$ cat config.mk
export PLATFORM = sky130hd
export DESIGN_NAME = intc_flag_regs
export DESIGN_NICKNAME = d
export VERILOG_FILES = /design/src/intc_flags_pkg.sv /design/src/edge_detect_if.sv /design/src/intc_flag_regs.sv /design/src/ext_edge_detect.sv
export SDC_FILE = /design/constraint.sdc
export NUM_CORES = 1
export LEC_CHECK = 0
export BUFFER_PORTS_ARGS = -buffer_cell sky130_fd_sc_hd__buf_2
export CAP_MARGIN = 20
export CORE_UTILIZATION = 47
export CTS_CLUSTER_SIZE = 16
export DETAILED_ROUTE_END_ITERATION = 8
export GPL_ROUTABILITY_DRIVEN = 1
export PLACE_DENSITY_LB_ADDON = 0.25
export SYNTH_ARGS = -nofsm -noshare
export SYNTH_HDL_FRONTEND = slang
export SYNTH_SLANG_ARGS = --single-unit
export TNS_END_PERCENT = 20
$ cat constraint.sdc
create_clock -name clock_in -period 3.03 [get_ports clock_in]
set_input_delay 0 -clock clock_in [delete_from_list [all_inputs] [get_ports clock_in]]
set_output_delay 0 -clock clock_in [all_outputs]
set_load 0.01 [all_outputs]
$ cat src/intc_flags_pkg.sv
package intc_flags_pkg;

  // ---------------------------------------------------------------------------
  // Register indices
  // ---------------------------------------------------------------------------
  localparam logic [2:0] IDX_GLOBAL_CONTROL = 3'h0;
  localparam logic [2:0] IDX_VECTOR_POLARITY = 3'h1;
  localparam logic [2:0] IDX_REQUEST_FLAGS_0 = 3'h2;
  localparam logic [2:0] IDX_REQUEST_FLAGS_1 = 3'h3;
  localparam logic [2:0] IDX_REQUEST_FLAGS_2 = 3'h4;
  localparam logic [2:0] IDX_REQUEST_FLAGS_3 = 3'h5;
  localparam int ADDR_WIDTH = 3;
  localparam int DATA_WIDTH = 16;

  // ---------------------------------------------------------------------------
  // Field positions
  // ---------------------------------------------------------------------------
  localparam int POS_NESTING_DISABLE = 15;
  localparam int POS_ARITH_TRAP = 4;
  localparam int POS_ADDR_TRAP = 3;
  localparam int POS_STACK_TRAP = 2;
  localparam int POS_OSC_FAIL_TRAP = 1;
  localparam int POS_ALT_VECTOR_SELECT = 15;
  localparam int POS_REPEAT_DISABLE = 14;
  localparam int POS_EXT2_POLARITY = 2;
  localparam int POS_EXT1_POLARITY = 1;
  localparam int POS_EXT0_POLARITY = 0;

  // ---------------------------------------------------------------------------
  // Writable masks and reset values
  // ---------------------------------------------------------------------------
  localparam logic [15:0] MASK_GLOBAL_CONTROL = 16'h801e;
  localparam logic [15:0] MASK_VECTOR_POLARITY = 16'h8007;
  localparam logic [15:0] MASK_REQUEST_FLAGS_0 = 16'h3fef;
  localparam logic [15:0] MASK_REQUEST_FLAGS_1 = 16'hfe1f;
  localparam logic [15:0] MASK_REQUEST_FLAGS_2 = 16'h22e3;
  localparam logic [15:0] MASK_REQUEST_FLAGS_3 = 16'h4006;
  localparam logic [15:0] RESET_VALUE = 16'h0000;

  // ---------------------------------------------------------------------------
  // Request flag count of the 64-bit flag vector
  // ---------------------------------------------------------------------------
  localparam int FLAG_COUNT = 64;

endpackage

$ cat src/edge_detect_if.sv
`timescale 1ns/1ps
interface edge_detect_if;
  logic [2:0] pin_sync;
  logic [2:0] polarity;
  logic [2:0] edge_seen;
  modport ctrl (output pin_sync, output polarity, input edge_seen);
  modport det (input pin_sync, input polarity, output edge_seen);
endinterface

$ cat src/intc_flag_regs.sv
// Local design decisions: the address-and-strobe port and the placing of the registers.
`timescale 1ns/1ps
// Operation
// - Nesting disable at bit 15 of the global control register, when 1, forbids nested interrupts.
// - Math, address, stack and oscillator traps set status bits 4, 3, 2 and 1 of the global control register.
// - Each external input fires on the negative edge when its polarity bit is 1, else on the positive edge.
// - A flag reads 1 once its source has requested and 0 while no request has occurred.
// - Flag register 0 holds converter 13, serial1 tx 12, rx 11, sync1 event 10, fault 9 and timer three 8.
// - Flag register 0 also holds timer two 7, compare2 6, capture2 5, timer one 3, compare1 2, capture1 1, ext0 0.
// - Flag register 1 holds serial2 tx 15, rx 14, ext2 13, timer five 12, timer four 11, compare4 10, compare3 9.
// - Flag register 1 also holds ext1 4, change notify 3, comparator 2, twowire1 master 1 and slave 0.
// - Flag register 2 holds parallel port 13, compare5 9, captures 5/4/3 at 7/6/5, sync2 event 1 and fault 0.
// - Flag register 3 holds calendar 14, twowire2 master 2 and slave 1, nothing else.
// - Unimplemented bits read zero and ignore writes.
// - Hardware sets flags from their sources and software clears them after service.
// - The alternate vector select bit chooses the standard or alternate vector table.
// - While nesting is disabled the CPU priority level is read-only.
module intc_flag_regs (
  input wire logic clock_in,
  input wire logic rst_in,
  input wire logic [2:0] addr_in,
  input wire logic [15:0] wdata_in,
  input wire logic write_in,
  input wire logic read_in,
  input wire logic [2:0] arith_trap_in,
  input wire logic [2:0] ext_pin_in,
  input wire logic [63:0] periph_req_in,
  input wire logic arith_trap_status_in,
  input wire logic addr_trap_status_in,
  input wire logic stack_trap_status_in,
  input wire logic osc_fail_trap_status_in,
  input wire logic repeat_disable_active_in,
  output logic [15:0] rdata_out,
  output logic nesting_disable_out,
  output logic priority_level_lock_out,
  output logic alt_vector_select_out,
  output logic [63:0] request_flags_out
);

  // ---------------------------------------------------------------------------
  // Decode
  // ---------------------------------------------------------------------------
  logic [15:0] global_control;
  logic [15:0] vector_polarity;
  logic [63:0] flags;
  logic [2:0] pin_meta;
  logic [2:0] pin_sync;
  logic [63:0] hw_set;
  logic [63:0] sw_data;
  logic [63:0] sw_write;
  logic [63:0] flag_mask;
  logic [63:0] next_flags;
  logic [15:0] next_global_control;
  logic [15:0] trap_set;
  logic [15:0] read_mux;
  logic wr_global;
  logic wr_vector;
  logic [3:0] wr_flag;
  logic [2:0] ext_edge;

  edge_detect_if edge_bus ();

  ext_edge_detect edge_unit (
    .clock_in(clock_in),
    .rst_in(rst_in),
    .port(edge_bus.det)
  );

  function automatic logic [15:0] flag_word(input logic [63:0] v, input logic [1:0] k);
    flag_word = v[k * 16 +: 16];
  endfunction

  assign edge_bus.pin_sync = pin_sync;
  assign edge_bus.polarity = {vector_polarity[intc_flags_pkg::POS_EXT2_POLARITY],
                              vector_polarity[intc_flags_pkg::POS_EXT1_POLARITY],
                              vector_polarity[intc_flags_pkg::POS_EXT0_POLARITY]};
  assign ext_edge = edge_bus.edge_seen;

  assign wr_global = write_in && (addr_in == intc_flags_pkg::IDX_GLOBAL_CONTROL);
  assign wr_vector = write_in && (addr_in == intc_flags_pkg::IDX_VECTOR_POLARITY);
  assign wr_flag[0] = write_in && (addr_in == intc_flags_pkg::IDX_REQUEST_FLAGS_0);
  assign wr_flag[1] = write_in && (addr_in == intc_flags_pkg::IDX_REQUEST_FLAGS_1);
  assign wr_flag[2] = write_in && (addr_in == intc_flags_pkg::IDX_REQUEST_FLAGS_2);
  assign wr_flag[3] = write_in && (addr_in == intc_flags_pkg::IDX_REQUEST_FLAGS_3);

  // Layout of the 35 implemented flag bits across the four flag words.
  assign flag_mask = {intc_flags_pkg::MASK_REQUEST_FLAGS_3, intc_flags_pkg::MASK_REQUEST_FLAGS_2,
                      intc_flags_pkg::MASK_REQUEST_FLAGS_1, intc_flags_pkg::MASK_REQUEST_FLAGS_0};

  // External inputs land on ext0 (word 0 bit 0), ext1 (word 1 bit 4) and ext2 (word 1 bit 13).
  always_comb begin
    hw_set = periph_req_in;
    hw_set[0] = ext_edge[0];
    hw_set[20] = ext_edge[1];
    hw_set[29] = ext_edge[2];
  end

  assign sw_data = {4{wdata_in}};
  assign sw_write = {{16{wr_flag[3]}}, {16{wr_flag[2]}}, {16{wr_flag[1]}}, {16{wr_flag[0]}}};

  // A hardware set in the same cycle as a software clear wins, so no request is lost.
  assign next_flags = ((sw_write & sw_data) | (~sw_write & flags) | hw_set) & flag_mask;

  assign trap_set = {11'h000, arith_trap_status_in, addr_trap_status_in, stack_trap_status_in,
                     osc_fail_trap_status_in, 1'b0};
  assign next_global_control = ((wr_global ? wdata_in : global_control) | trap_set)
                               & intc_flags_pkg::MASK_GLOBAL_CONTROL;

  always_comb begin
    read_mux = 16'h0000;
    unique case (addr_in)
      intc_flags_pkg::IDX_GLOBAL_CONTROL: read_mux = global_control;
      intc_flags_pkg::IDX_VECTOR_POLARITY: read_mux = vector_polarity
        | (16'(repeat_disable_active_in) << intc_flags_pkg::POS_REPEAT_DISABLE);
      intc_flags_pkg::IDX_REQUEST_FLAGS_0: read_mux = flag_word(flags, 2'd0);
      intc_flags_pkg::IDX_REQUEST_FLAGS_1: read_mux = flag_word(flags, 2'd1);
      intc_flags_pkg::IDX_REQUEST_FLAGS_2: read_mux = flag_word(flags, 2'd2);
      intc_flags_pkg::IDX_REQUEST_FLAGS_3: read_mux = flag_word(flags, 2'd3);
      default: read_mux = 16'h0000;
    endcase
  end

  // ---------------------------------------------------------------------------
  // Registers
  // ---------------------------------------------------------------------------
  always_ff @(posedge clock_in) begin
    if (rst_in) begin
      pin_meta <= 3'h0;
      pin_sync <= 3'h0;
    end else begin
      pin_meta <= ext_pin_in;
      pin_sync <= pin_meta;
    end
  end

  always_ff @(posedge clock_in) begin
    if (rst_in) begin
      global_control <= intc_flags_pkg::RESET_VALUE;
      vector_polarity <= intc_flags_pkg::RESET_VALUE;
      flags <= 64'h0000_0000_0000_0000;
    end else begin
      global_control <= next_global_control;
      if (wr_vector) begin
        vector_polarity <= wdata_in & intc_flags_pkg::MASK_VECTOR_POLARITY;
      end
      flags <= next_flags;
    end
  end

  always_ff @(posedge clock_in) begin
    if (rst_in) begin
      rdata_out <= 16'h0000;
      nesting_disable_out <= 1'b0;
      priority_level_lock_out <= 1'b0;
      alt_vector_select_out <= 1'b0;
      request_flags_out <= 64'h0000_0000_0000_0000;
    end else begin
      rdata_out <= read_in ? read_mux : 16'h0000;
      nesting_disable_out <= next_global_control[intc_flags_pkg::POS_NESTING_DISABLE];
      priority_level_lock_out <= next_global_control[intc_flags_pkg::POS_NESTING_DISABLE];
      alt_vector_select_out <= wr_vector ? wdata_in[intc_flags_pkg::POS_ALT_VECTOR_SELECT]
                                         : alt_vector_select_out;
      request_flags_out <= next_flags;
    end
  end

  // ---------------------------------------------------------------------------
  // Checks
  // ---------------------------------------------------------------------------
  AST_NEST_FOLLOWS_WRITE: assert property (@(posedge clock_in) disable iff (rst_in)
    wr_global |=> nesting_disable_out == $past(wdata_in[15]))
    else $error("Nesting disable output did not follow the written bit.");

  AST_LOCK_MATCHES_NEST: assert property (@(posedge clock_in) disable iff (rst_in)
    priority_level_lock_out == nesting_disable_out)
    else $error("Priority lock differs from nesting disable.");

  AST_TRAP_SETS: assert property (@(posedge clock_in) disable iff (rst_in)
    stack_trap_status_in |=> global_control[intc_flags_pkg::POS_STACK_TRAP])
    else $error("Stack trap did not set its status bit.");

  AST_HW_SET_WINS: assert property (@(posedge clock_in) disable iff (rst_in)
    (periph_req_in[13] && wr_flag[0] && !wdata_in[13]) |=> request_flags_out[13])
    else $error("Request lost against a software clear.");

  AST_SW_SET: assert property (@(posedge clock_in) disable iff (rst_in)
    (wr_flag[1] && wdata_in[15]) |=> flags[31])
    else $error("Software write of 1 did not set the flag.");

  AST_UNIMPL_ZERO: assert property (@(posedge clock_in) disable iff (rst_in)
    (flags & ~flag_mask) == 64'h0000_0000_0000_0000)
    else $error("Unimplemented flag bit is set.");

  AST_FLAG_HOLDS: assert property (@(posedge clock_in) disable iff (rst_in)
    (flags[8] && !wr_flag[0]) |=> flags[8])
    else $error("Flag cleared without a software write.");

  AST_READ_LATENCY: assert property (@(posedge clock_in) disable iff (rst_in)
    (read_in && addr_in == intc_flags_pkg::IDX_VECTOR_POLARITY && repeat_disable_active_in) |=> rdata_out[14])
    else $error("Repeat-disable status not returned on read.");

  AST_FLAG3_LAYOUT: assert property (@(posedge clock_in) disable iff (rst_in)
    (wr_flag[3] && wdata_in == 16'hffff && periph_req_in[63:48] == 16'h0000) |=> flags[63:48] == 16'h4006)
    else $error("Flag register 3 layout wrong.");

  // ---------------------------------------------------------------------------
  // Global control checks
  // ---------------------------------------------------------------------------
  // Trap inputs are events, not levels, so each trap check looks one cycle after the event.
  AST_NEST_CLEAR: assert property (@(posedge clock_in) disable iff (rst_in)
    (wr_global && !wdata_in[15]) |=> !nesting_disable_out)
    else $error("Nesting disable did not clear on write of zero.");

  AST_NEST_HOLDS: assert property (@(posedge clock_in) disable iff (rst_in)
    !wr_global |=> $stable(nesting_disable_out))
    else $error("Nesting disable changed without a write.");

  AST_ARITH_TRAP_SETS: assert property (@(posedge clock_in) disable iff (rst_in)
    arith_trap_status_in |=> global_control[intc_flags_pkg::POS_ARITH_TRAP])
    else $error("Math trap did not set its status bit.");

  AST_ADDR_TRAP_SETS: assert property (@(posedge clock_in) disable iff (rst_in)
    addr_trap_status_in |=> global_control[intc_flags_pkg::POS_ADDR_TRAP])
    else $error("Address trap did not set its status bit.");

  AST_OSC_TRAP_SETS: assert property (@(posedge clock_in) disable iff (rst_in)
    osc_fail_trap_status_in |=> global_control[intc_flags_pkg::POS_OSC_FAIL_TRAP])
    else $error("Oscillator trap did not set its status bit.");

  AST_GLOBAL_UNIMPL: assert property (@(posedge clock_in) disable iff (rst_in)
    (global_control & ~intc_flags_pkg::MASK_GLOBAL_CONTROL) == 16'h0000)
    else $error("Unimplemented global control bit is set.");

  AST_LOCK_FOLLOWS: assert property (@(posedge clock_in) disable iff (rst_in)
    priority_level_lock_out == global_control[intc_flags_pkg::POS_NESTING_DISABLE])
    else $error("Priority lock differs from the stored nesting bit.");

  // ---------------------------------------------------------------------------
  // Vector and polarity checks
  // ---------------------------------------------------------------------------
  // The repeat-disable bit is never stored; it is a live view of the core's countdown.
  AST_VECTOR_UNIMPL: assert property (@(posedge clock_in) disable iff (rst_in)
    (vector_polarity & ~intc_flags_pkg::MASK_VECTOR_POLARITY) == 16'h0000)
    else $error("Unimplemented vector control bit is set.");

  AST_REPEAT_NOT_STORED: assert property (@(posedge clock_in) disable iff (rst_in)
    !vector_polarity[intc_flags_pkg::POS_REPEAT_DISABLE])
    else $error("Repeat-disable status was stored by a write.");

  AST_REPEAT_LOW: assert property (@(posedge clock_in) disable iff (rst_in)
    (read_in && addr_in == intc_flags_pkg::IDX_VECTOR_POLARITY && !repeat_disable_active_in)
    |=> !rdata_out[14])
    else $error("Repeat-disable status read high while inactive.");

  AST_ALT_FOLLOWS: assert property (@(posedge clock_in) disable iff (rst_in)
    wr_vector |=> alt_vector_select_out == $past(wdata_in[15]))
    else $error("Alternate vector select did not follow the write.");

  AST_ALT_HOLDS: assert property (@(posedge clock_in) disable iff (rst_in)
    !wr_vector |=> $stable(alt_vector_select_out))
    else $error("Alternate vector select changed without a write.");

  AST_POLARITY_STORE: assert property (@(posedge clock_in) disable iff (rst_in)
    wr_vector |=> vector_polarity[2:0] == $past(wdata_in[2:0]))
    else $error("Edge polarity selects did not take the written value.");

  // ---------------------------------------------------------------------------
  // External edge checks
  // ---------------------------------------------------------------------------
  AST_POS_EDGE: assert property (@(posedge clock_in) disable iff (rst_in)
    (!vector_polarity[0] && pin_sync[0] && !$past(pin_sync[0]) && !$past(rst_in)) |-> ext_edge[0])
    else $error("Selected positive edge was not detected.");

  AST_EXT0_FLAG: assert property (@(posedge clock_in) disable iff (rst_in)
    ext_edge[0] |=> flags[0])
    else $error("External input 0 edge did not set its flag.");

  AST_EXT1_FLAG: assert property (@(posedge clock_in) disable iff (rst_in)
    ext_edge[1] |=> flags[20])
    else $error("External input 1 edge did not set its flag.");

  AST_EXT2_FLAG: assert property (@(posedge clock_in) disable iff (rst_in)
    ext_edge[2] |=> flags[29])
    else $error("External input 2 edge did not set its flag.");

  // ---------------------------------------------------------------------------
  // Flag layout checks
  // ---------------------------------------------------------------------------
  // Writing all ones and looking at the stored word shows exactly which bits exist.
  AST_FLAG0_LAYOUT: assert property (@(posedge clock_in) disable iff (rst_in)
    (wr_flag[0] && wdata_in == 16'hffff) |=> flags[15:0] == 16'h3fef)
    else $error("Flag register 0 layout wrong.");

  AST_FLAG1_LAYOUT: assert property (@(posedge clock_in) disable iff (rst_in)
    (wr_flag[1] && wdata_in == 16'hffff) |=> flags[31:16] == 16'hfe1f)
    else $error("Flag register 1 layout wrong.");

  AST_FLAG2_LAYOUT: assert property (@(posedge clock_in) disable iff (rst_in)
    (wr_flag[2] && wdata_in == 16'hffff) |=> flags[47:32] == 16'h22e3)
    else $error("Flag register 2 layout wrong.");

  AST_FLAG0_GAP: assert property (@(posedge clock_in) disable iff (rst_in)
    !flags[4])
    else $error("Unimplemented bit 4 of flag register 0 is set.");

  AST_FLAG1_GAP: assert property (@(posedge clock_in) disable iff (rst_in)
    flags[24:21] == 4'h0)
    else $error("Unimplemented bits of flag register 1 are set.");

  // ---------------------------------------------------------------------------
  // Set and clear checks
  // ---------------------------------------------------------------------------
  AST_HW_SETS: assert property (@(posedge clock_in) disable iff (rst_in)
    periph_req_in[8] |=> flags[8])
    else $error("Peripheral request did not set its flag.");

  AST_WORD2_CLEAR: assert property (@(posedge clock_in) disable iff (rst_in)
    (wr_flag[2] && wdata_in == 16'h0000 && periph_req_in[47:32] == 16'h0000) |=> flags[47:32] == 16'h0000)
    else $error("Software clear of flag register 2 failed.");

  AST_WORD3_CLEAR: assert property (@(posedge clock_in) disable iff (rst_in)
    (wr_flag[3] && wdata_in == 16'h0000 && periph_req_in[63:48] == 16'h0000) |=> flags[63:48] == 16'h0000)
    else $error("Software clear of flag register 3 failed.");

  AST_FLAGS_OUT_COPY: assert property (@(posedge clock_in) disable iff (rst_in)
    request_flags_out == flags)
    else $error("Flag output differs from the stored flags.");

  // ---------------------------------------------------------------------------
  // Read port checks
  // ---------------------------------------------------------------------------
  // Read data is forced to zero between reads so a stale word is never mistaken for an answer.
  AST_RDATA_IDLE: assert property (@(posedge clock_in) disable iff (rst_in)
    !read_in |=> rdata_out == 16'h0000)
    else $error("Read data not zero outside a read.");

  AST_UNMAPPED_READ: assert property (@(posedge clock_in) disable iff (rst_in)
    (read_in && addr_in[2:1] == 2'b11) |=> rdata_out == 16'h0000)
    else $error("Unmapped register index returned data.");

endmodule

$ cat src/ext_edge_detect.sv
`timescale 1ns/1ps
module ext_edge_detect (
  input wire logic clock_in,
  input wire logic rst_in,
  edge_detect_if.det port
);

  logic [2:0] last_level;
  logic [2:0] rising;
  logic [2:0] falling;

  assign rising = port.pin_sync & ~last_level;
  assign falling = ~port.pin_sync & last_level;
  // Polarity 1 selects the falling edge, 0 the rising edge.
  assign port.edge_seen = (port.polarity & falling) | (~port.polarity & rising);

  always_ff @(posedge clock_in) begin
    if (rst_in) begin
      last_level <= 3'h0;
    end else begin
      last_level <= port.pin_sync;
    end
  end

  AST_EDGE_SELECT: assert property (@(posedge clock_in) disable iff (rst_in)
    (port.polarity[0] && $past(port.pin_sync[0]) && !port.pin_sync[0] && !$past(rst_in)) |-> port.edge_seen[0])
    else $error("Selected negative edge was not detected.");

endmodule

Yosys cells after proc, flatten, opt, wreduce, memory -nomap -nowiden:

Cells that the tools add are included.

* flip-flop bits (word level): 82
* input bits: 98
* output and inout port bits: 83
* word-level logic and storage cells: 41

* eq/ne operators: 5
* multiplexer cells: 2
* bitwise logic cells: 16
* reduce and logical (&&, ||, !) cells: 8

Operators by type and width (count)
* AND 63 bit: 2
* bitwise OR 63 bit: 2
* one-hot mux 16 bit (6 select lines): 1
* NOT 63 bit: 1
* 2-to-1 mux 16 bit: 1
* bitwise OR 16 x 15 -> 16 bit: 1
* bitwise OR 16 x 5 -> 16 bit: 1
* AND 3 bit: 4
* NOT 3 bit: 3
* equality test 3 x 2 -> 1 bit (second input constant): 2
* equality test 3 bit (second input constant): 2
* logical AND 1 bit: 6
* equality test 3 x 1 -> 1 bit (second input constant): 1
* zero test 3 bit: 1
* bitwise OR 3 bit: 1
* OR reduction 2 bit: 1
* NOT 1 bit: 1

Depth between registers and ports, before layout:

* word-level depth: 6
* mapped depth: 6
* depth with buffers taken out: 4

By module:

From an unflattened synthesis, not the netlist that was laid out.

* cells, all modules: 358
* area total of the unflattened synthesis: 3040.4 um^2

By module, submodules not included
* intc_flag_regs: times used 1, cells each 343, area each 2894.0 um^2, seq. area each 1321.3 um^2
* ext_edge_detect: times used 1, cells each 15, area each 146.4 um^2, seq. area each 60.1 um^2

Worst setup path before layout:

No wires, ideal clock.

* path kind: input-to-reg
* from: input addr_in[1]
* to: register global_control[3]
* library setup time: 0.128 ns
* data arrival time: 0.826 ns
* required time: 2.902 ns
* setup slack: 2.076 ns
* stages on the path: 6
* cell sequence: buf_2 -> nor2_1 -> buf_4 -> nand2_1 -> a211oi_1 -> nor2_1

* cells in the longest elaborated chain, start to end: 4

RTL lines
* start: declaration: RTL line intc_flag_regs.sv:21 `input wire logic [2:0] addr_in,`
* zero test 3 bit: RTL line intc_flag_regs.sv:79 `assign wr_global = write_in && (addr_in == intc_flags_pkg::IDX_GLOBAL_CONTROL);`
* logical AND 1 bit: RTL line intc_flag_regs.sv:79
* 2-to-1 mux 16 bit: RTL line intc_flag_regs.sv:106 `assign next_global_control = ((wr_global ? wdata_in : global_control) | trap_set)`
* bitwise OR 16 x 5 -> 16 bit: RTL line intc_flag_regs.sv:106
* end signal: assignment: RTL line intc_flag_regs.sv:138 `global_control <= intc_flags_pkg::RESET_VALUE;`
* end signal: assignment: RTL line intc_flag_regs.sv:142 `global_control <= next_global_control;`
* end: declaration: RTL line intc_flag_regs.sv:43 `logic [15:0] global_control;`

No other way between the ends.
A chain may end at the register's enable or synchronous reset.

Worst setup path in the final report:

* from: input addr_in[2]
* to: register request_flags_out[6]

* cells in the longest elaborated chain, start to end: 6
* elaborated cells on any way between the ends: 7
* those cells by class: 1 x eq/ne; 5 x bitwise; 1 x reduce/logical

RTL lines
* equality test 3 x 2 -> 1 bit *: RTL line intc_flag_regs.sv:81 `assign wr_flag[0] = write_in && (addr_in == intc_flags_pkg::IDX_REQUEST_FLAGS_0);`
* logical AND 1 bit *: RTL line intc_flag_regs.sv:81
* NOT 63 bit: RTL line intc_flag_regs.sv:102 `assign next_flags = ((sw_write & sw_data) | (~sw_write & flags) | hw_set) & flag_mask;`
* AND 63 bit: RTL line intc_flag_regs.sv:102
* bitwise OR 63 bit * (2 in series): RTL line intc_flag_regs.sv:102
* end signal: assignment: RTL line intc_flag_regs.sv:163 `request_flags_out <= next_flags;`
* end: declaration: RTL line intc_flag_regs.sv:37 `output logic [63:0] request_flags_out`

Mark *: on every way between the ends. The rest lies on a longest branch, timed or not.

==> reports/qor.yml <==
status: "complete, no violations"
fmax_mhz: 495
hold_class: "primary input to flop"
layout_commonest_cell: "buf_2"
setup_viol: 0
overflow: 0
grt_pass1_wl_mm: 13.4
powerDensity_nw_per_um2: 476
fillers: 491
dr.pass1.iters: 4
netlist_instances: 365
initial_core_util: 0.501
finalHoldViolCount: 0
antenna_cells: 0
top_layer: "met4"
clockRootBuffer: "clkbuf_8"
postRouteAntennaNets: 0
port_buffers: 116
syn-mean-instance-area_um2: 8.36
end_kind: "flop"
power_frac_seq: 0.477
final_layout_size_suffix_gt1_frac: 0.262
crit_chain: "buf_2, nor2b_1, nand3b_1, nand2_1, a31oi_1, dlygate4sd3_1"
cp-start-kind: "primary input"
crit_path_start: "addr_in[2]"
period_share: 0.667
die_y_um: 82.6
pwr-share-comb: 0.164
grt_start_max_net_pins: 54
h-tree-depth: 3
clk_pin_slew_worst_paths_ns: 0.07
p_leak_nw: 2.16
die_w_um: 82.6
internal_power_mw: 1.53
r2r-start: "request_flags_out[18]"
die_area_um2: 6820
critical_path_arrival_ns: 2.24
vias: 3100
setup_tns_ns: 0
switching_share: 0.265
cpMaxStageDelayCell: "nand3b_1"
reg2reg_depth: 3
post-dp-hpwl_mm: 5.40
maxCapViolations: 0
multi_input_area_um2: 1320
r2r_slack_ns: 1.70
clockBufferDepth: 2
drt-total-wl_mm: 8.89
utilization: 0.716
core-area_um2: 6100
cts_tree: "yes"
crit_end: "request_flags_out[6]"
worstPathMaxFanout: 15
wl_met2_mm: 4.23
grt_use_total: 0.267
net-switching-power_mw: 0.549
viasPerCell: 5.02
vdd_drop_max_mv: 0.334
r2r_end: "request_flags_out[18]"
fp-row-count: 28
final_cell_mix: "buf_2 (116), dfxtp_1 (69), dlygate4sd3_1 (68)"
wl_per_cell_um: 14.4
cts_setup_buffers: 0
rsz0062_at_grt: "no"
ys_types: 33
drtIter0Drc: 134
p_total_mw: 2.07
drv_slew: 0
crit_path_max_incr_delay_ns: 0.62
clkPwrFrac: 0.358
synth_area_um2: 3050
worstMarginPinSlew_ns: 0.950
worst-setup-path-type: "primary input to flop"
required_ns: 3.25
nets: 636
wl_met1_mm: 3.85
numClockSinks: 69
grt_pass1_vias: 2922
clock_latency_ns: 0.34
gp_congestion: 0.822
synth_seq_cells: 69
dpl.cell_count: 534
synthTopCellsByArea: "dfxtp_1 (45%), buf_4 (8.9%), nand2_1 (7.6%)"
antenna_found_initial: 0
area_growth_syn_to_layout_pct: 42.9
drc: 0
cts_buffers: 9
met3_length_um: 568
ys.warnings.count: 0
yosys.area.top_type_share: 0.452
finalClockSkew_ns: 0.0130
layout.cells.non_filler: 618
slew_headroom: 0.365
seqCellArea_um2: 1380
synth_top_area_cell: "dfxtp_1"
io_pins: 181
synth-seq-area-share: 0.452
finalCriticalPeriod_ns: 2.02
## worst min path at each step
| stage | endpoint | slack [ns] | depth (start not counted) | from |
|---|---|---|---|---|
| final | request_flags_out[39] | 0.006 | 3 | wdata_in[7] |
| after global routing | request_flags_out[39] | 0.006 | 3 | periph_req_in[39] |
| after CTS | request_flags_out[39] | 0.002 | 3 | wdata_in[7] |
| after detailed placement | pin_meta[1] | 0.23 | 2 | ext_pin_in[1] |
| after global placement | pin_meta[0] | 0.21 | 2 | ext_pin_in[0] |
| after floorplan | global_control[3] | 0.12 | 2 | addr_trap_status_in |
## what timing repair did
item | in CTS | in global routing
hold buffers | 68 | 0
gates resized for setup | 0 | 0
hold endpoints to repair | 45 | 0
## logic make-up (layout without fill, tap and decap cells)
logic type	Yosys count	count (layout)	share of synthesized area
and+or+nand+nor	141	141	0.214
buffers and inverters	79	229	0.149
AOI/OAI and AO/OA	54	54	0.112
DFF	69	69	0.452
other	1	29	0.00123
muxes	21	21	0.0709
## sequential cells by signal, summed over array words and instances (netlist names)
signal,cells
global_control,5
pin_meta,3
edge_unit.last_level,3
rdata_out,16
request_flags_out,35
alt_vector_select_out,1
vector_polarity,3
edge_bus.pin_sync,3
## cell usage after synthesis
cell type   n
a211o_1     1
a211oi_1    2
a21oi_1    16
a22o_1      1
a22oi_1     4
a31oi_1    25
a31oi_2     1
a32oi_1     3
and3_1      3
and3_4      1
and3b_1     1
and3b_4     1
buf_2       7
buf_4      36
buf_6       2
clkbuf_1    6
conb_1      1
dfxtp_1    69
inv_1      28
mux2_2      5
mux2i_1    16
nand2_1    62
nand2_2     1
nand3_1     4
nand3b_1    4
nand4b_1    1
nor2_1     27
nor2b_1    12
nor2b_2     1
nor3_1     21
nor3b_1     1
o21ai_0     1
or2_1       1
## per-stage QoR
stage	cell area (um2)	setup WS [ns]	hold slack [ns]
CTS	4360	1.06	0.00179
detailed placement	3490	1.20	0.227
floorplan	3160	2.08	0.121
finish	4360	1.01	0.00639
global placement	3490	1.24	0.209
global route	4360	0.865	0.00593
## worst max-delay path, delay by kind of cell
kind / cells / cell delay, ns
buf+inv: 2 / 0.81
simple gates: 3 / 1.32
compound gates: 1 / 0.12
## power groups by stage
stage               sequential (mW)  combinational, mW  clock, mW
detailed placement             1.01              0.261          0
global route                  0.996              0.376      0.784
global placement               1.01              0.256          0
finish                        0.990              0.341      0.743
CTS                           0.990              0.334      0.742
floorplan                      1.02              0.165          0
## final cells by class
cell class / count / share of cell area
sequential: 69 / 0.317
multi-input combinational: 245 / 0.303
timing repair buffer: 185 / 0.291
clock buffer: 11 / 0.0324
inverter: 28 / 0.0241
tap: 75 / 0.0215
clock inverter: 5 / 0.0115
## routing by layer
layer | vias to the layer above | GRT usage
met5 | - | 0
met4 | 0 | 0.145
met3 | 25 | 0.0473
met2 | 134 | 0.455
met1 | 1444 | 0.317
li1 | 1497 | -
No activity file was read; power rests on OpenSTA's default activity.
